--- config.mk ---
export PLATFORM = sky130hd
export DESIGN_NAME = slc_dev_end_flat
export DESIGN_NICKNAME = d
export VERILOG_FILES = /design/src/slc_pkg.sv /design/src/slc_link_if.sv /design/src/slc_dev_end.sv /design/src/flat_wrapper.sv
export VERILOG_INCLUDE_DIRS = /design/src
export SDC_FILE = /design/constraint.sdc
export NUM_CORES = 1
export LEC_CHECK = 0
export BUFFER_PORTS_ARGS = -buffer_cell sky130_fd_sc_hd__buf_4
export CAP_MARGIN = 20
export CORE_MARGIN = 4
export CORE_UTILIZATION = 45
export DETAILED_ROUTE_END_ITERATION = 8
export MAX_ROUTING_LAYER = met4
export PLACE_DENSITY_LB_ADDON = 0.12
export SLEW_MARGIN = 20
export SYNTH_ARGS = -nofsm -noshare
export SYNTH_HDL_FRONTEND = slang
export SYNTH_SLANG_ARGS = --single-unit
--- constraint.sdc ---
create_clock -name i_sys_clk -period 4.7 [get_ports i_sys_clk]
set_clock_uncertainty 0.1 [all_clocks]
set_input_delay 0 -clock i_sys_clk [delete_from_list [all_inputs] [get_ports i_sys_clk]]
set_output_delay 0 -clock i_sys_clk [all_outputs]
set_load 0.01 [all_outputs]
--- src/slc_regs.svh ---
// Register map, field positions, reset values and limits of the serial link control bank.
// Included by slc_pkg; holds definitions only.
`ifndef SLC_REGS_SVH
`define SLC_REGS_SVH

// Bus widths.
`define SLC_AW 12
`define SLC_DW 8
`define SLC_CW 16

// Device bank offsets.
`define SLC_A_ENABLE 12'h200
`define SLC_A_FORMAT 12'h201
`define SLC_A_KM1    12'h202
`define SLC_A_SSYNC  12'h203
`define SLC_A_CTRL   12'h204

// Device reset values.
`define SLC_R_ENABLE 8'h01
`define SLC_R_FORMAT 8'h02
`define SLC_R_KM1    8'h1f
`define SLC_R_SSYNC  8'h01
`define SLC_R_CTRL   8'h03

// Field positions.
`define SLC_B_ENABLE  0
`define SLC_B_SSYNC   0
`define SLC_B_SCR     0
`define SLC_B_SFORMAT 1
`define SLC_B_SEL_LO  2
`define SLC_B_SEL_HI  3
`define SLC_B_ALT     4

// Sync source codes.
`define SLC_SEL_PIN 2'h0
`define SLC_SEL_TS  2'h1
`define SLC_SEL_SW  2'h2

// Formats at or above this code use 64b/66b framing.
`define SLC_FMT_66B_FIRST 8'h10
// Smallest legal frames-per-multiframe minus one in 8b/10b formats.
`define SLC_KM1_MIN 8'h03

// Controller register offsets.
`define SLC_H_SEL   4'h0
`define SLC_H_DATA  4'h1
`define SLC_H_GO    4'h2
`define SLC_H_CAL   4'h3
`define SLC_H_STAT  4'h4
`define SLC_H_RDATA 4'h5

// Controller field positions.
`define SLC_GO_WR   0
`define SLC_GO_RD   1
`define SLC_ST_BUSY 0
`define SLC_ST_REF  1
`define SLC_ST_RDV  2

`endif

--- src/slc_pkg.sv ---
// Types shared by both ends of the serial link control bank.
// Assumes slc_regs.svh is on the include path.
package slc_pkg;
  `include "slc_regs.svh"

  typedef enum logic {SLC_H_IDLE, SLC_H_RDWAIT} slc_hstate_t;

  typedef struct packed {
    logic [`SLC_DW-1:0] en;
    logic [`SLC_DW-1:0] fmt;
    logic [`SLC_DW-1:0] km1;
    logic [`SLC_DW-1:0] ssync;
    logic [`SLC_DW-1:0] ctrl;
    logic [`SLC_DW-1:0] rdata;
    logic [`SLC_CW-1:0] cnt;
    logic               en_d;
    logic               start;
    logic               link_rst_n;
    logic               serdes_pd;
    logic               clk_en;
    logic               se1;
    logic               se2;
    logic               ts1;
    logic               ts2;
    logic               sr1;
    logic               sr2;
    logic               sr3;
    logic               sync_req;
    logic               boundary;
  } slc_dev_state_t;

  typedef struct packed {
    slc_hstate_t        state;
    logic [2:0]         sel;
    logic [`SLC_DW-1:0] data;
    logic               cal;
    logic               sh_en;
    logic [`SLC_DW-1:0] sh_fmt;
    logic               refused;
    logic               rdv;
    logic [`SLC_DW-1:0] bank_rd;
    logic [`SLC_AW-1:0] addr;
    logic [`SLC_DW-1:0] wdata;
    logic               wr;
    logic               rd;
    logic [`SLC_DW-1:0] urd;
  } slc_host_state_t;
endpackage : slc_pkg

--- src/slc_link_if.sv ---
// Register access path between the controller and the link control bank.
// One clock shared by both ends; strobes are one cycle, read data follows a read by one cycle.
`timescale 1ns/1ps
`default_nettype none
`include "slc_regs.svh"
interface slc_link_if;
  logic [`SLC_AW-1:0] addr;
  logic [`SLC_DW-1:0] wdata;
  logic               wr;
  logic               rd;
  logic [`SLC_DW-1:0] rdata;

  modport dev (input addr, input wdata, input wr, input rd, output rdata);
  modport host (output addr, output wdata, output wr, output rd, input rdata);
endinterface : slc_link_if
`default_nettype wire

--- src/slc_dev_end.sv ---
// Device end: the serial link control bank and the link-side logic that it steers.
// Assumes a single master on the bank and a frame tick from the framing logic on this clock.
//
// Contract
// - Enable low: link reset, serializers down, clocks gated.
// - Enable low holds multiframe counter in reset.
// - Clear enable before changing other link configuration.
// - Set calibration enable before setting link enable.
// - Clear link enable before clearing calibration enable.
// - Enable is bit 0, resets to 1.
// - Eight-bit format field, resets to 0x02.
// - Change format only with enable and calibration low.
// - Permission lock limits which formats are accepted.
// - Multiframe length field holds frames minus one.
// - Multiframe length resets to 31, thirty-two frames.
// - Software programs only frame counts legal for format.
// - 64b/66b formats use 256 times E over F.
// - Writing 0 to soft sync bit requests sync.
// - Soft sync works with any source, combined with pin.
// - Stuck-low pin keeps request unless source is 2.
// - Source 0 sync pin, 1 timestamp, 2 software.
//
// Decided for this implementation: the address-and-strobe port.
`timescale 1ns/1ps
`default_nettype none
`include "slc_regs.svh"
module slc_dev_end (
  // Clock and reset
  input  wire logic                 i_sys_clk,
  input  wire logic                 i_rstn,
  // Bank access from the controller
  slc_link_if.dev                   bus,
  // Pins from the receiver side, asynchronous
  input  wire logic                 i_sync_pin_n,
  input  wire logic                 i_timestamp_pin_n,
  input  wire logic                 i_sysref,
  // Framing inputs on this clock
  input  wire logic                 i_frame_tick,
  input  wire logic [`SLC_DW-1:0]   i_format_limit,
  input  wire logic [`SLC_DW-1:0]   i_frame_octets_f,
  input  wire logic [`SLC_DW-1:0]   i_multiblocks_e,
  // Link controls
  output logic                      o_link_rst_n,
  output logic                      o_serdes_pd,
  output logic                      o_link_clk_en,
  output logic                      o_link_start,
  output logic [`SLC_DW-1:0]        o_link_format,
  output logic                      o_scramble_en,
  output logic                      o_twos_comp,
  output logic                      o_alt_lanes,
  // Synchronisation and multiframe timing
  output logic                      o_sync_request,
  output logic                      o_mf_boundary,
  output logic [`SLC_CW-1:0]        o_mf_count
);
  import slc_pkg::*;

  slc_dev_state_t     r;
  slc_dev_state_t     n;
  logic               link_on;
  logic               sysref_edge;
  logic               pin_req;
  logic [1:0]         sync_sel;
  logic [`SLC_CW-1:0] last_frame;

  // Index of the last frame in a multiframe.
  function automatic logic [`SLC_CW-1:0] mf_last(input logic [`SLC_DW-1:0] fmt,
                                                 input logic [`SLC_DW-1:0] km1,
                                                 input logic [`SLC_DW-1:0] e,
                                                 input logic [`SLC_DW-1:0] f);
    logic [`SLC_CW-1:0] k;
    k = 16'h0000;
    if (fmt >= `SLC_FMT_66B_FIRST && f != 8'h00) begin
      // The length field plays no part here.
      k = {e, 8'h00} / {8'h00, f};
      mf_last = (k == 16'h0000) ? 16'h0000 : k - 16'h0001;
    end else begin
      // The field already holds frames minus one.
      mf_last = {8'h00, km1};
    end
  endfunction : mf_last

  always_comb begin
    n           = r;
    link_on     = r.en[`SLC_B_ENABLE];
    sync_sel    = r.ctrl[`SLC_B_SEL_HI:`SLC_B_SEL_LO];
    sysref_edge = r.sr2 && !r.sr3;
    last_frame  = mf_last(r.fmt, r.km1, i_multiblocks_e, i_frame_octets_f);
    pin_req     = 1'b0;

    // Pins pass two flops before anything looks at them.
    n.se1 = i_sync_pin_n;
    n.se2 = r.se1;
    n.ts1 = i_timestamp_pin_n;
    n.ts2 = r.ts1;
    n.sr1 = i_sysref;
    n.sr2 = r.sr1;
    n.sr3 = r.sr2;

    // Whole bytes are stored, reserved bits included, and only the
    // documented bits are ever decoded.
    if (bus.wr) begin
      case (bus.addr)
        `SLC_A_ENABLE: n.en = bus.wdata;
        `SLC_A_FORMAT: begin
          // A format above the permission limit leaves the old one in place.
          if (bus.wdata <= i_format_limit) begin
            n.fmt = bus.wdata;
          end
        end
        `SLC_A_KM1:    n.km1 = bus.wdata;
        `SLC_A_SSYNC:  n.ssync = bus.wdata;
        `SLC_A_CTRL:   n.ctrl = bus.wdata;
        default: begin
        end
      endcase
    end

    // Read data stand in the cycle after the strobe only.
    n.rdata = 8'h00;
    if (bus.rd) begin
      case (bus.addr)
        `SLC_A_ENABLE: n.rdata = r.en;
        `SLC_A_FORMAT: n.rdata = r.fmt;
        `SLC_A_KM1:    n.rdata = r.km1;
        `SLC_A_SSYNC:  n.rdata = r.ssync;
        `SLC_A_CTRL:   n.rdata = r.ctrl;
        default:       n.rdata = 8'h00;
      endcase
    end

    // Link power, reset and clock gating follow the enable bit.
    n.link_rst_n = link_on;
    n.serdes_pd  = !link_on;
    n.clk_en     = link_on;

    // The start pulse fires once as the link leaves reset, so startup
    // always begins from the initial state with the settings now held.
    n.en_d  = link_on;
    n.start = link_on && !r.en_d;

    // Multiframe counter; SYSREF cannot align it while the link is off.
    n.boundary = 1'b0;
    if (!link_on) begin
      n.cnt = 16'h0000;
    end else if (sysref_edge) begin
      n.cnt = 16'h0000;
    end else if (i_frame_tick) begin
      if (r.cnt >= last_frame) begin
        n.cnt      = 16'h0000;
        n.boundary = 1'b1;
      end else begin
        n.cnt = r.cnt + 16'h0001;
      end
    end

    // Source 3 is not defined; it is treated like the software-only choice.
    unique case (sync_sel)
      `SLC_SEL_PIN: pin_req = !r.se2;
      `SLC_SEL_TS:  pin_req = !r.ts2;
      `SLC_SEL_SW:  pin_req = 1'b0;
      default:      pin_req = 1'b0;
    endcase
    // A low pin cannot be overridden by the software bit.
    n.sync_req = !r.ssync[`SLC_B_SSYNC] || pin_req;
  end

  always_ff @(posedge i_sys_clk or negedge i_rstn) begin
    if (!i_rstn) begin
      r <= '{en: `SLC_R_ENABLE, fmt: `SLC_R_FORMAT, km1: `SLC_R_KM1,
             ssync: `SLC_R_SSYNC, ctrl: `SLC_R_CTRL, rdata: 8'h00,
             cnt: 16'h0000, en_d: 1'b0, start: 1'b0, link_rst_n: 1'b0,
             serdes_pd: 1'b1, clk_en: 1'b0, se1: 1'b1, se2: 1'b1,
             ts1: 1'b1, ts2: 1'b1, sr1: 1'b0, sr2: 1'b0, sr3: 1'b0,
             sync_req: 1'b0, boundary: 1'b0};
    end else begin
      r <= n;
    end
  end

  assign bus.rdata      = r.rdata;
  assign o_link_rst_n   = r.link_rst_n;
  assign o_serdes_pd    = r.serdes_pd;
  assign o_link_clk_en  = r.clk_en;
  assign o_link_start   = r.start;
  assign o_link_format  = r.fmt;
  assign o_scramble_en  = r.ctrl[`SLC_B_SCR];
  assign o_twos_comp    = r.ctrl[`SLC_B_SFORMAT];
  assign o_alt_lanes    = r.ctrl[`SLC_B_ALT];
  assign o_sync_request = r.sync_req;
  assign o_mf_boundary  = r.boundary;
  assign o_mf_count     = r.cnt;
endmodule : slc_dev_end
`default_nettype wire

--- src/flat_wrapper.sv ---
// flat-port wrapper written by rule: the top's interface ports become plain ports
module slc_dev_end_flat import slc_pkg::*;
  (i_sys_clk, i_rstn, i_sync_pin_n, i_timestamp_pin_n, i_sysref, i_frame_tick, i_format_limit, i_frame_octets_f, i_multiblocks_e, o_link_rst_n, o_serdes_pd, o_link_clk_en, o_link_start, o_link_format, o_scramble_en, o_twos_comp, o_alt_lanes, o_sync_request, o_mf_boundary, o_mf_count, bus_addr, bus_wdata, bus_wr, bus_rd, bus_rdata);
  slc_link_if bus_i ();
  input  wire logic i_sys_clk;
  input  wire logic i_rstn;
  input  wire logic i_sync_pin_n;
  input  wire logic i_timestamp_pin_n;
  input  wire logic i_sysref;
  input  wire logic i_frame_tick;
  input  wire logic [`SLC_DW-1:0] i_format_limit;
  input  wire logic [`SLC_DW-1:0] i_frame_octets_f;
  input  wire logic [`SLC_DW-1:0] i_multiblocks_e;
  output logic o_link_rst_n;
  output logic o_serdes_pd;
  output logic o_link_clk_en;
  output logic o_link_start;
  output logic [`SLC_DW-1:0] o_link_format;
  output logic o_scramble_en;
  output logic o_twos_comp;
  output logic o_alt_lanes;
  output logic o_sync_request;
  output logic o_mf_boundary;
  output logic [`SLC_CW-1:0] o_mf_count;
  input wire logic [$bits(bus_i.addr)-1:0] bus_addr;
  input wire logic [$bits(bus_i.wdata)-1:0] bus_wdata;
  input wire logic [$bits(bus_i.wr)-1:0] bus_wr;
  input wire logic [$bits(bus_i.rd)-1:0] bus_rd;
  output wire logic [$bits(bus_i.rdata)-1:0] bus_rdata;
  assign bus_i.addr = bus_addr;
  assign bus_i.wdata = bus_wdata;
  assign bus_i.wr = bus_wr;
  assign bus_i.rd = bus_rd;
  assign bus_rdata = bus_i.rdata;
  slc_dev_end u_core (.i_sys_clk(i_sys_clk), .i_rstn(i_rstn), .bus(bus_i), .i_sync_pin_n(i_sync_pin_n), .i_timestamp_pin_n(i_timestamp_pin_n), .i_sysref(i_sysref), .i_frame_tick(i_frame_tick), .i_format_limit(i_format_limit), .i_frame_octets_f(i_frame_octets_f), .i_multiblocks_e(i_multiblocks_e), .o_link_rst_n(o_link_rst_n), .o_serdes_pd(o_serdes_pd), .o_link_clk_en(o_link_clk_en), .o_link_start(o_link_start), .o_link_format(o_link_format), .o_scramble_en(o_scramble_en), .o_twos_comp(o_twos_comp), .o_alt_lanes(o_alt_lanes), .o_sync_request(o_sync_request), .o_mf_boundary(o_mf_boundary), .o_mf_count(o_mf_count));
endmodule
# Word level (Yosys, flattened, before mapping)
# Cells that the tools add are included.
# op_classes
n_div	1
n_eq_ne	7
magnitude_cmp	3
n_mux	13
reduce_logical	18
addsub	2
# ops
op	count
16-bit 2-to-1 mux	6
12-bit by 10-bit equality test with 1-bit output (second input constant)	5
8-bit case mux with 5 select lines	1
16-bit by 1-bit adder with 16-bit output (second input constant)	1
16-bit by 8-bit divider with 16-bit output	1
16-bit greater-or-equal comparator	1
16-bit zero test	1
16-bit by 1-bit subtractor with 16-bit output (second input constant)	1
8-bit by 5-bit greater-or-equal comparator with 1-bit output (second input constant)	1
8-bit less-or-equal comparator	1
8-bit 2-to-1 mux	1
2-bit AND reduction	4
8-bit nonzero test	1
1-bit zero test	6
1-bit 2-to-1 mux	4
1-bit logical AND	3
3-bit != test (second input constant)	1
3-bit AND reduction	1
2-bit by 1-bit equality test with 1-bit output (second input constant)	1
2-bit zero test	1
1-bit case mux with 2 select lines	1
1-bit logical OR	1
# totals
out_inout_bits	41
register_bits	76
wordCells	63
in_bits	52

# Depth between registers and ports, before layout
# Gate-level depths: netlist (run 1).
# depth
word_depth	9
ltp_mapped	176
mapped_depth_nobuf	167

# Worst setup path after synthesis (run 1)
# OpenSTA, ideal clock, no wires.
# synth_path
path_kind	input -> register
startpoint	input i_frame_octets_f[0]
endpoint	register u_core.r (netlist bit u_core.o_mf_count[11])
t_arrival_ns	31.842
cell_stages	167
setup_time_ns	0.083
path_slack_ns	-27.324
required_time_ns	4.517
n_path_buf	11
path_cell_list	inv_1 clkbuf_1 ha_1 o21ba_2 nand2_1 o21ai_0 ha_1 o21a_1 o311ai_0 a22oi_2 inv_1 ha_1 a21oi_1 a211oi_4 or3_1 nand2_1 ha_1 a21o_1 (+131 left out) a21o_1 a21o_1 a21o_1 a21oi_1 nor2b_1 o21ai_0 nand2b_1 a21o_1 a21o_1 a21o_1 a21o_1 a21o_1 a21oi_1 nand3_1 clkbuf_1 nor2_1 o21ai_0 o21ai_0
# synth_between
elab_chain_cells	9
elab_cells_between_ends	12
cone_classes	add/sub: 1; div: 1; order compare: 1; mux: 6; reduce/logical: 3
# synth_rtl
item	line	text
from (decl)	flat_wrapper.sv:12	input wire logic [`SLC_DW-1:0] i_frame_octets_f;
16-bit by 8-bit divider with 16-bit output	slc_dev_end.sv:75	k = {e, 8'h00} / {8'h00, f};
16-bit by 1-bit subtractor with 16-bit output / 16-bit zero test (equally long branches)	slc_dev_end.sv:76	mf_last = (k == 16'h0000) ? 16'h0000 : k - 16'h0001;
16-bit 2-to-1 mux	slc_dev_end.sv:76	
16-bit 2-to-1 mux *	slc_dev_end.sv:73	if (fmt >= `SLC_FMT_66B_FIRST && f != 8'h00) begin
16-bit greater-or-equal comparator *	slc_dev_end.sv:149	if (r.cnt >= last_frame) begin
16-bit 2-to-1 mux *	slc_dev_end.sv:149	
16-bit 2-to-1 mux *	slc_dev_end.sv:148	end else if (i_frame_tick) begin
16-bit 2-to-1 mux *	slc_dev_end.sv:146	end else if (sysref_edge) begin
16-bit 2-to-1 mux *	slc_dev_end.sv:144	if (!link_on) begin
to (signal assigned)	slc_dev_end.sv:170	r <= '{en: `SLC_R_ENABLE, fmt: `SLC_R_FORMAT, km1: `SLC_R_KM1,
to (signal assigned)	slc_dev_end.sv:177	r <= n;
to (decl)	slc_dev_end.sv:58	slc_dev_state_t r;
# Mark *: on every way between the ends. The rest lies on a longest branch, timed or not. The select of a mux whose other input is x is not followed.
# A chain may end at the register's enable or synchronous reset.

# Worst setup path after layout (run 1)
# layout_path
startpoint	input i_frame_octets_f[7]
endpoint	register u_core.r (netlist bit u_core.o_mf_count[7])
# The elaborated chain is that of the path after synthesis.

==> results_dict.tcl, run 1 <==
set metrics [dict create \
    fin_util 0.7460 \
    antenna_found_initial 0 \
    rows 55 \
    clockBufferDepth 2 \
    maxSlewViolCount 0 \
    post-route-period-util 5.980 \
    place_area_sq_mm 0.01492 \
    cts_buffers 9 \
    die_h_um 160.8 \
    yosysWarnings 0 \
    place_congestion 0.9300 \
    synth_ff_type "dfrtp_1" \
    cpMostUsedCell "a21o_1" \
    ys_top_cells_by_area "dfrtp_1 (15%), ha_1 (14%), mux2_2 (6.8%), o21ai_0 (4.3%), nor2_1 (4.2%)" \
    status "finished, violations left" \
    place_ws_ps -24160 \
    antenna_cells 0 \
    synth_area_per_cell_sq_um 8.172 \
    synth_edf_count 0 \
    drc 0 \
    yosys.area.top_type "dfrtp_1" \
    synthTopCellsByCount "ha_1 (119), nor2_1 (117), nand2_1 (99), o21ai_0 (91), mux2_2 (63)" \
    slowest_delay_ps 550 \
    dpl.hpwl_um 27860 \
    setup_tns_ps -395540 \
    clk_pin_slew_ps 60 \
    tritoncts "built" \
    wl_met1_um 16850 \
    syn_to_final_growth_pct 61.81 \
    hold_class "primary input to flip-flop" \
    wl_met2_um 19070 \
    ys_seq_area_frac 0.1829 \
    vias 12279 \
    cts.sinks 76 \
    syn-cell-area_sq_mm 0.01050 \
    clk_latency_ps 340 \
    endpoint_kind "flip-flop" \
    final_nets 2038 \
    maxClockFrequency_mhz 35.58 \
    hold_viol 0 \
    initial_core_util 0.4610 \
    worstPathArrival_ps 28270 \
    wl_per_cell_um 17.55 \
    wl_um 38340 \
    cp.required_ps 4860 \
    highest_layer "met4" \
    syn_inst 1285 \
    final.setup.worst_slack_ps -23410 \
    ios 93 \
    worst_setup_path_start_kind "primary input" \
    dr_wl_met3_um 1391 \
    drtIter0Drc 748 \
    port_buffers 92 \
    ctsHtreeMaxLevel 3 \
    syn_nets 1457 \
    fin_crit_ps 28110 \
    via_per_inst 5.622 \
    drv_cap 0 \
    rsz0062_at_grt "yes" \
    die-area_sq_mm 0.02584 \
    violations "setup timing" \
    max_slew_margin 0.2895 \
    grt_pass1_wl_um 59440 \
    root_buffer "clkbuf_16" \
    path_max_fanout 8 \
    cp_slowest_cell "or4_4" \
    grt_start_max_net_pins 77 \
    grt_pass1_vias 12176 \
    grtUsageTotal 0.2821 \
    path_class "primary input to flip-flop" \
    setup_violations 17 \
    tightest_slew_ps 1064 \
    ant_nets 0 \
    async_reset_ff_frac 1.000 \
    die_x_um 160.8 \
    synth-seq-cells 76 \
    yosysUniqueCellTypes 101 \
    drive_gt1_frac 0.5003 \
    synth_top_area_frac 0.1454 \
    grt.overflow.total 0 \
    core_sq_mm 0.02278 \
    yosysMostFrequentCell "ha_1" \
    design_area_sq_mm 0.01699 \
    dr.pass1.iters 6 \
]
-- repair_timing --
item                       in CTS  in global routing
pin swaps                      42                102
hold buffers                   13                  0
setup endpoints to repair      17                 17
setup buffers                  69                 43
hold endpoints to repair      115                  0
resized for setup              92                 86
gates cloned                    3                  0
-- path summary, 6_finish.rpt --
| check | start | cells after the start | slack, ps | endpoint |
|---|---|---|---|---|
| min in group asynchronous | i_rstn | 2 | 260 | u_core.bus.rdata[0] |
| max reg2reg | u_core.o_link_format[7] | 27 | -250 | u_core.o_mf_count[7] |
| max | i_frame_octets_f[7] | 167 | -23410 | u_core.o_mf_count[7] |
| max in group asynchronous | i_rstn | 2 | 3610 | u_core.o_mf_count[15] |
| min reg2reg | u_core.n[7] | 0 | 260 | u_core.r[7] |
| min | bus_rd | 3 | 10 | u_core.bus.rdata[0] |
-- worst max-delay path, delay by kind of cell --
family	cells	cell delay, ps
AO/OA/AOI/OAI	85	13720
AND/OR/NAND/NOR	44	6380
adder cells (fa/ha/maj)	17	4730
buffers and inverters	14	1680
multiplexers	7	1650
-- state kept, by name (all words and copies together), names as in the netlist, 4 cells and up --
name and flops:
u_core.r 32, u_core.o_mf_count 16, u_core.bus.rdata 8, u_core.n 4, u_core.o_link_format 8
-- layer usage --
layer	track usage	vias to the layer above
li1	-	5958
met1	0.3577	5920
met2	0.4939	328
met3	0.01488	73
met4	0.07328	0
met5	-	-
-- area by class of cell --
cell class / instances / area [sq um]
flip-flops and latches: 76 / 1921
inverters: 40 / 152.6
clock inverters: 6 / 65.06
fillers: 1621 / 5786
clock buffers: 10 / 229.0
well taps: 313 / 391.6
multi-input cells: 1097 / 9283
repair buffers: 642 / 4951
-- placed cells by master, fill, tap and decap left out, types with 18 or more instances in the layout --
cell type	count
nor2_1	97
xnor2_1	35
a21o_1	57
mux2_2	54
dfrtp_1	61
nand2_1	87
nor3_1	33
and3_1	21
buf_4	608
nand2b_1	29
ha_1	92
o21ai_0	52
o21a_1	36
nand4_1	26
xor2_1	18
a21oi_1	36
inv_1	36
ha_4	23
nand3_1	23
o21ai_1	28
-- through the flow --
stage	hold WS, ps	instances
after global placement	7.893	2040
final	14.02	2184
after CTS	4.940	2141
after detailed placement	9.323	2040
after global routing	59.23	2184
after floorplan	-395.6	1285
-- logic make-up (layout without fill, tap and decap cells) --
kind of cell,after synthesis,count (layout),synth area share
and+or+nand+nor,445,445,0.2192
muxes,80,80,0.08436
AOI/OAI and AO/OA,396,396,0.2676
adders and majority gates,120,120,0.1437
buffers and inverters,112,698,0.05481
DFF,76,76,0.1829
xor gates and xnor gates,56,56,0.04742
Power of run 1 is not shown: default switching activity piles up to over one toggle a cycle in this logic, so the estimate is an artifact.
==> run 2, diff against run 1 <==
--- a/config.mk
+++ b/config.mk
@@ -13,6 +13,7 @@
 export DETAILED_ROUTE_END_ITERATION = 8
 export MAX_ROUTING_LAYER = met4
 export PLACE_DENSITY_LB_ADDON = 0.12
+export RECOVER_POWER = 25
 export SLEW_MARGIN = 20
 export SYNTH_ARGS = -nofsm -noshare
 export SYNTH_HDL_FRONTEND = slang
==> results_dict.tcl, run 2 (synthesis gave the netlist of run 1 again) <==
set metrics [dict create \
    cpMostUsedCell "a21o_1" \
    hold_class "primary input to flip-flop" \
    regMostFlops "u_core.r" \
    setup_tns_ps -395720 \
    cp_slowest_cell "or4_4" \
    clockBufferDepth 2 \
    core_sq_mm 0.02278 \
    via_per_inst 5.626 \
    dpl.hpwl_um 27860 \
    rows 55 \
    vias 12287 \
    antenna_found_initial 0 \
    tightest_slew_ps 3929 \
    cp.required_ps 4860 \
    cts.sinks 76 \
    grt_pass1_vias 12176 \
    rsz0062_at_grt "yes" \
    maxSlewViolCount 77 \
    setup_violations 17 \
    cts_buffers 9 \
    status "finished, violations left" \
    ctsHtreeMaxLevel 3 \
    path_max_fanout 8 \
    final_common_cell "buf_4" \
    die_x_um 160.8 \
    drv_cap 1 \
    place_congestion 0.9300 \
    die_h_um 160.8 \
    port_buffers 92 \
    path_class "primary input to flip-flop" \
    grt_pass1_wl_um 59440 \
    grt_start_max_net_pins 77 \
    clk_latency_ps 340 \
    root_buffer "clkbuf_16" \
    drc 0 \
    cp_top_family "compound AO/OA/AOI/OAI gates" \
    die-area_sq_mm 0.02584 \
    max_slew_margin -1.619 \
    mostFrequentLayoutCells "buf_4 (575), nor2_1 (97), ha_1 (92), nand2_1 (87), dfrtp_1 (61)" \
    grtUsageTotal 0.2821 \
    syn_to_final_growth_pct 60.74 \
    wl_per_cell_um 17.55 \
    violations "capacitance limit, slew limit, setup timing" \
    endpoint_kind "flip-flop" \
    worstPathArrival_ps 28270 \
    place_ws_ps -24160 \
    maxClockFrequency_mhz 35.58 \
    grt.overflow.total 0 \
    post-route-period-util 5.980 \
    fin_crit_ps 28110 \
    worst_setup_path_start_kind "primary input" \
    wl_um 38320 \
    drive_gt1_frac 0.4837 \
    final_nets 2038 \
    antenna_cells 0 \
    largest_reg_flops 32 \
    ant_nets 0 \
    tritoncts "built" \
    initial_core_util 0.4610 \
    clk_pin_slew_ps 60 \
    hold_viol 0 \
    drtIter0Drc 774 \
    ios 93 \
    path_buf_inv 14 \
    final.setup.worst_slack_ps -23410 \
    dr.pass1.iters 5 \
    slowest_delay_ps 550 \
    hold_ws_ps 7.284 \
]
[run 2: timing repair]
| item | 4_1_cts | 5_1_grt |
|---|---|---|
| pin swaps | 42 | 102 |
| hold buffers | 13 | 0 |
| buffers inserted | 69 | 43 |
| endpoints found under the setup margin | 17 | 17 |
| endpoints found under the hold margin | 115 | 0 |
| resized for setup | 92 | 86 |
| gates cloned | 3 | 0 |
[run 2: final timing paths]
path	cells after the start	slack [ps]	end	start
setup / recovery	167	-23410	u_core.o_mf_count[7]	i_frame_octets_f[7]
hold / removal	3	7	u_core.bus.rdata[0]	bus_rd
setup reg to reg	27	-240	u_core.o_mf_count[7]	u_core.o_link_format[7]
hold reg to reg	0	260	u_core.r[7]	u_core.n[7]
max in group asynchronous	2	790	u_core.o_mf_count[3]	i_rstn
min in group asynchronous	2	1500	u_core.bus.rdata[1]	i_rstn
[run 2: metrics by stage]
step,cell area (sq um),std cells,util
after floorplan,11170,1285,-
after global placement,14920,2040,0.6549
after detailed placement,14920,2040,0.6549
after CTS,16250,2141,0.7132
after global routing,16880,2184,0.7411
final,16880,2184,0.7411
[run 2: worst min-delay path, delay by kind of cell]
family	cells	cell delay, ps
simple gates	2	290
buf+inv	1	110
[run 2: layout make-up]
class | instances | area (sq um)
clock buffers | 10 | 229.0
clock inverters | 6 | 65.06
fillers | 1649 | 5898
inverters | 40 | 152.6
repair buffers | 642 | 4838
well taps | 313 | 391.6
flip-flops and latches | 76 | 1921
multi-input cells | 1097 | 9283
[run 2: per-layer routing]
metal	wire length, um	track usage	up-vias	part of all wire
met2	18950	0.4939	345	0.49
met1	16760	0.3577	5904	0.44
li1	-	-	5961	-
met3	1529	0.01488	77	0.040
met5	0	-	-	0
met4	1078	0.07328	0	0.028
Power of run 2 is left out for the same reason.
==> run 3, diff against run 2 <==
==> constraint.sdc (replaced) <==
create_clock -name i_sys_clk -period 4.7 [get_ports i_sys_clk]
set_clock_uncertainty 0.1 [all_clocks]
set_input_delay 0 -clock i_sys_clk [delete_from_list [all_inputs] [get_ports i_sys_clk]]
set_output_delay 0 -clock i_sys_clk [all_outputs]
set_load 0.005 [all_outputs]
==> results_dict.tcl, run 3 (synthesis gave the netlist of run 1 again) <==
set metrics [dict create \
    status "finished, violations left" \
    violations "setup timing" \
    drtIter0Drc 775 \
    maxClockFrequency_mhz 35.59 \
    die-area_sq_mm 0.02584 \
    design_area_sq_mm 0.01699 \
    ios 93 \
    via_per_inst 5.612 \
    wl_met1_um 16830 \
    initial_core_util 0.4610 \
    largest_reg_flops 32 \
    grt_pass1_wl_um 59440 \
    place_congestion 0.9300 \
    final_nets 2038 \
    crit_path_end "u_core.o_mf_count[7]" \
    die_x_um 160.8 \
    mostFrequentLayoutCells "buf_4 (585), nor2_1 (97), ha_1 (92), nand2_1 (87), dfrtp_1 (61)" \
    core_sq_mm 0.02278 \
    critPathLaunch "i_frame_octets_f[7]" \
    syn_to_final_growth_pct 61.74 \
    cp_slowest_cell "or4_4" \
    fin_crit_ps 28100 \
    endpoint_kind "flip-flop" \
    highest_layer "met4" \
    regMostFlops "u_core.r" \
    cp.required_ps 4860 \
    drv_cap 0 \
    slowest_delay_ps 550 \
    cts.sinks 76 \
    grtUsageTotal 0.2821 \
    final_common_cell "buf_4" \
    drive_gt1_frac 0.4987 \
    r2r-start "u_core.o_link_format[7]" \
    final.setup.worst_slack_ps -23400 \
    wl_per_cell_um 17.53 \
    clk_pin_slew_ps 60 \
    rsz0062_at_grt "yes" \
    cpMostUsedCell "a21o_1" \
    cts_buffers 9 \
    hold_depth 3 \
    ant_nets 0 \
    place_area_sq_mm 0.01492 \
    grt.overflow.total 0 \
    worstPathArrival_ps 28260 \
    clk_latency_ps 330 \
    setup_violations 17 \
    ctsHtreeMaxLevel 3 \
    worst_setup_path_start_kind "primary input" \
    dr_wl_met3_um 1431 \
    maxSlewViolCount 0 \
    wl_um 38290 \
    wl_met2_um 19020 \
    die_h_um 160.8 \
    rows 55 \
    reg2reg_depth 27 \
    hold_viol 0 \
    dpl.hpwl_um 27860 \
    antenna_found_initial 0 \
    port_buffers 92 \
    path_max_fanout 8 \
    tightest_slew_ps 1083 \
    antenna_cells 0 \
    clockBufferDepth 2 \
    path_class "primary input to flip-flop" \
    dr.pass1.iters 5 \
    max_slew_margin 0.2767 \
    post-route-period-util 5.979 \
    reg2reg_setup_slack_ps -250 \
    drc 0 \
    tritoncts "built" \
    root_buffer "clkbuf_16" \
    grt_pass1_vias 12176 \
    r2r_end "u_core.o_mf_count[7]" \
    hold_class "primary input to flip-flop" \
    vias 12256 \
    grt_start_max_net_pins 77 \
]
-- run 3: cell types whose count changed in the layout (fill, tap and decap cells not counted) --
cell,previous run,this run
clkbuf_4,3,21
buf_4,575,585
clkbuf_1,31,3
-- run 3: layout make-up --
class | count | area (sq um)
well taps | 313 | 391.6
clock inverters | 6 | 65.06
inverters | 40 | 152.6
flip-flops and latches | 76 | 1921
multi-input cells | 1097 | 9283
clock buffers | 10 | 229.0
fillers | 1623 | 5793
repair buffers | 642 | 4943
-- run 3: per-layer routing --
metal,vias up,global-route usage
li1,5961,-
met1,5895,0.3577
met2,329,0.4939
met3,71,0.01488
met4,0,0.07328
met5,-,-
-- run 3: repair_timing --
action	CTS	global route
hold buffers	13	0
setup buffers	69	43
endpoints found under the hold margin	115	0
cloned	3	0
gates resized for setup	92	86
endpoints found under the setup margin	17	17
pin swaps	42	102
-- run 3: worst min-delay path by stage --
stage	slack, ps	to	from
floorplan	-400	u_core.bus.rdata[0]	i_rstn
global placement	8	u_core.n[7]	i_sync_pin_n
detailed placement	9	u_core.n[5]	i_timestamp_pin_n
CTS	5	u_core.bus.rdata[0]	bus_rd
global route	60	u_core.bus.rdata[0]	bus_rd
finish	20	u_core.bus.rdata[0]	bus_rd
-- run 3: worst max-delay path: cells and delay by family --
family	cells	cell delay, ps
buf+inv	14	1680
compound gates	85	13720
mux	7	1650
simple gates	44	6370
fa+ha+maj	17	4730
-- run 3: per-stage QoR --
| stage | TNS [ps] | std cells | hold slack (ps) | setup WS (ps) | utilization |
|---|---|---|---|---|---|
| 2_1_floorplan | -400790 | 1285 | -395.6 | -23680 | - |
| 3_3_place_gp | -397210 | 2040 | 7.893 | -23410 | 0.6549 |
| 3_5_place_dp | -409080 | 2040 | 9.323 | -24160 | 0.6549 |
| 4_1_cts | -392300 | 2141 | 4.940 | -23150 | 0.7132 |
| 5_1_grt | -422470 | 2184 | 59.23 | -24980 | 0.7457 |
| 6_report | -395560 | 2184 | 15.54 | -23400 | 0.7457 |
Power of run 3 is left out for the same reason.
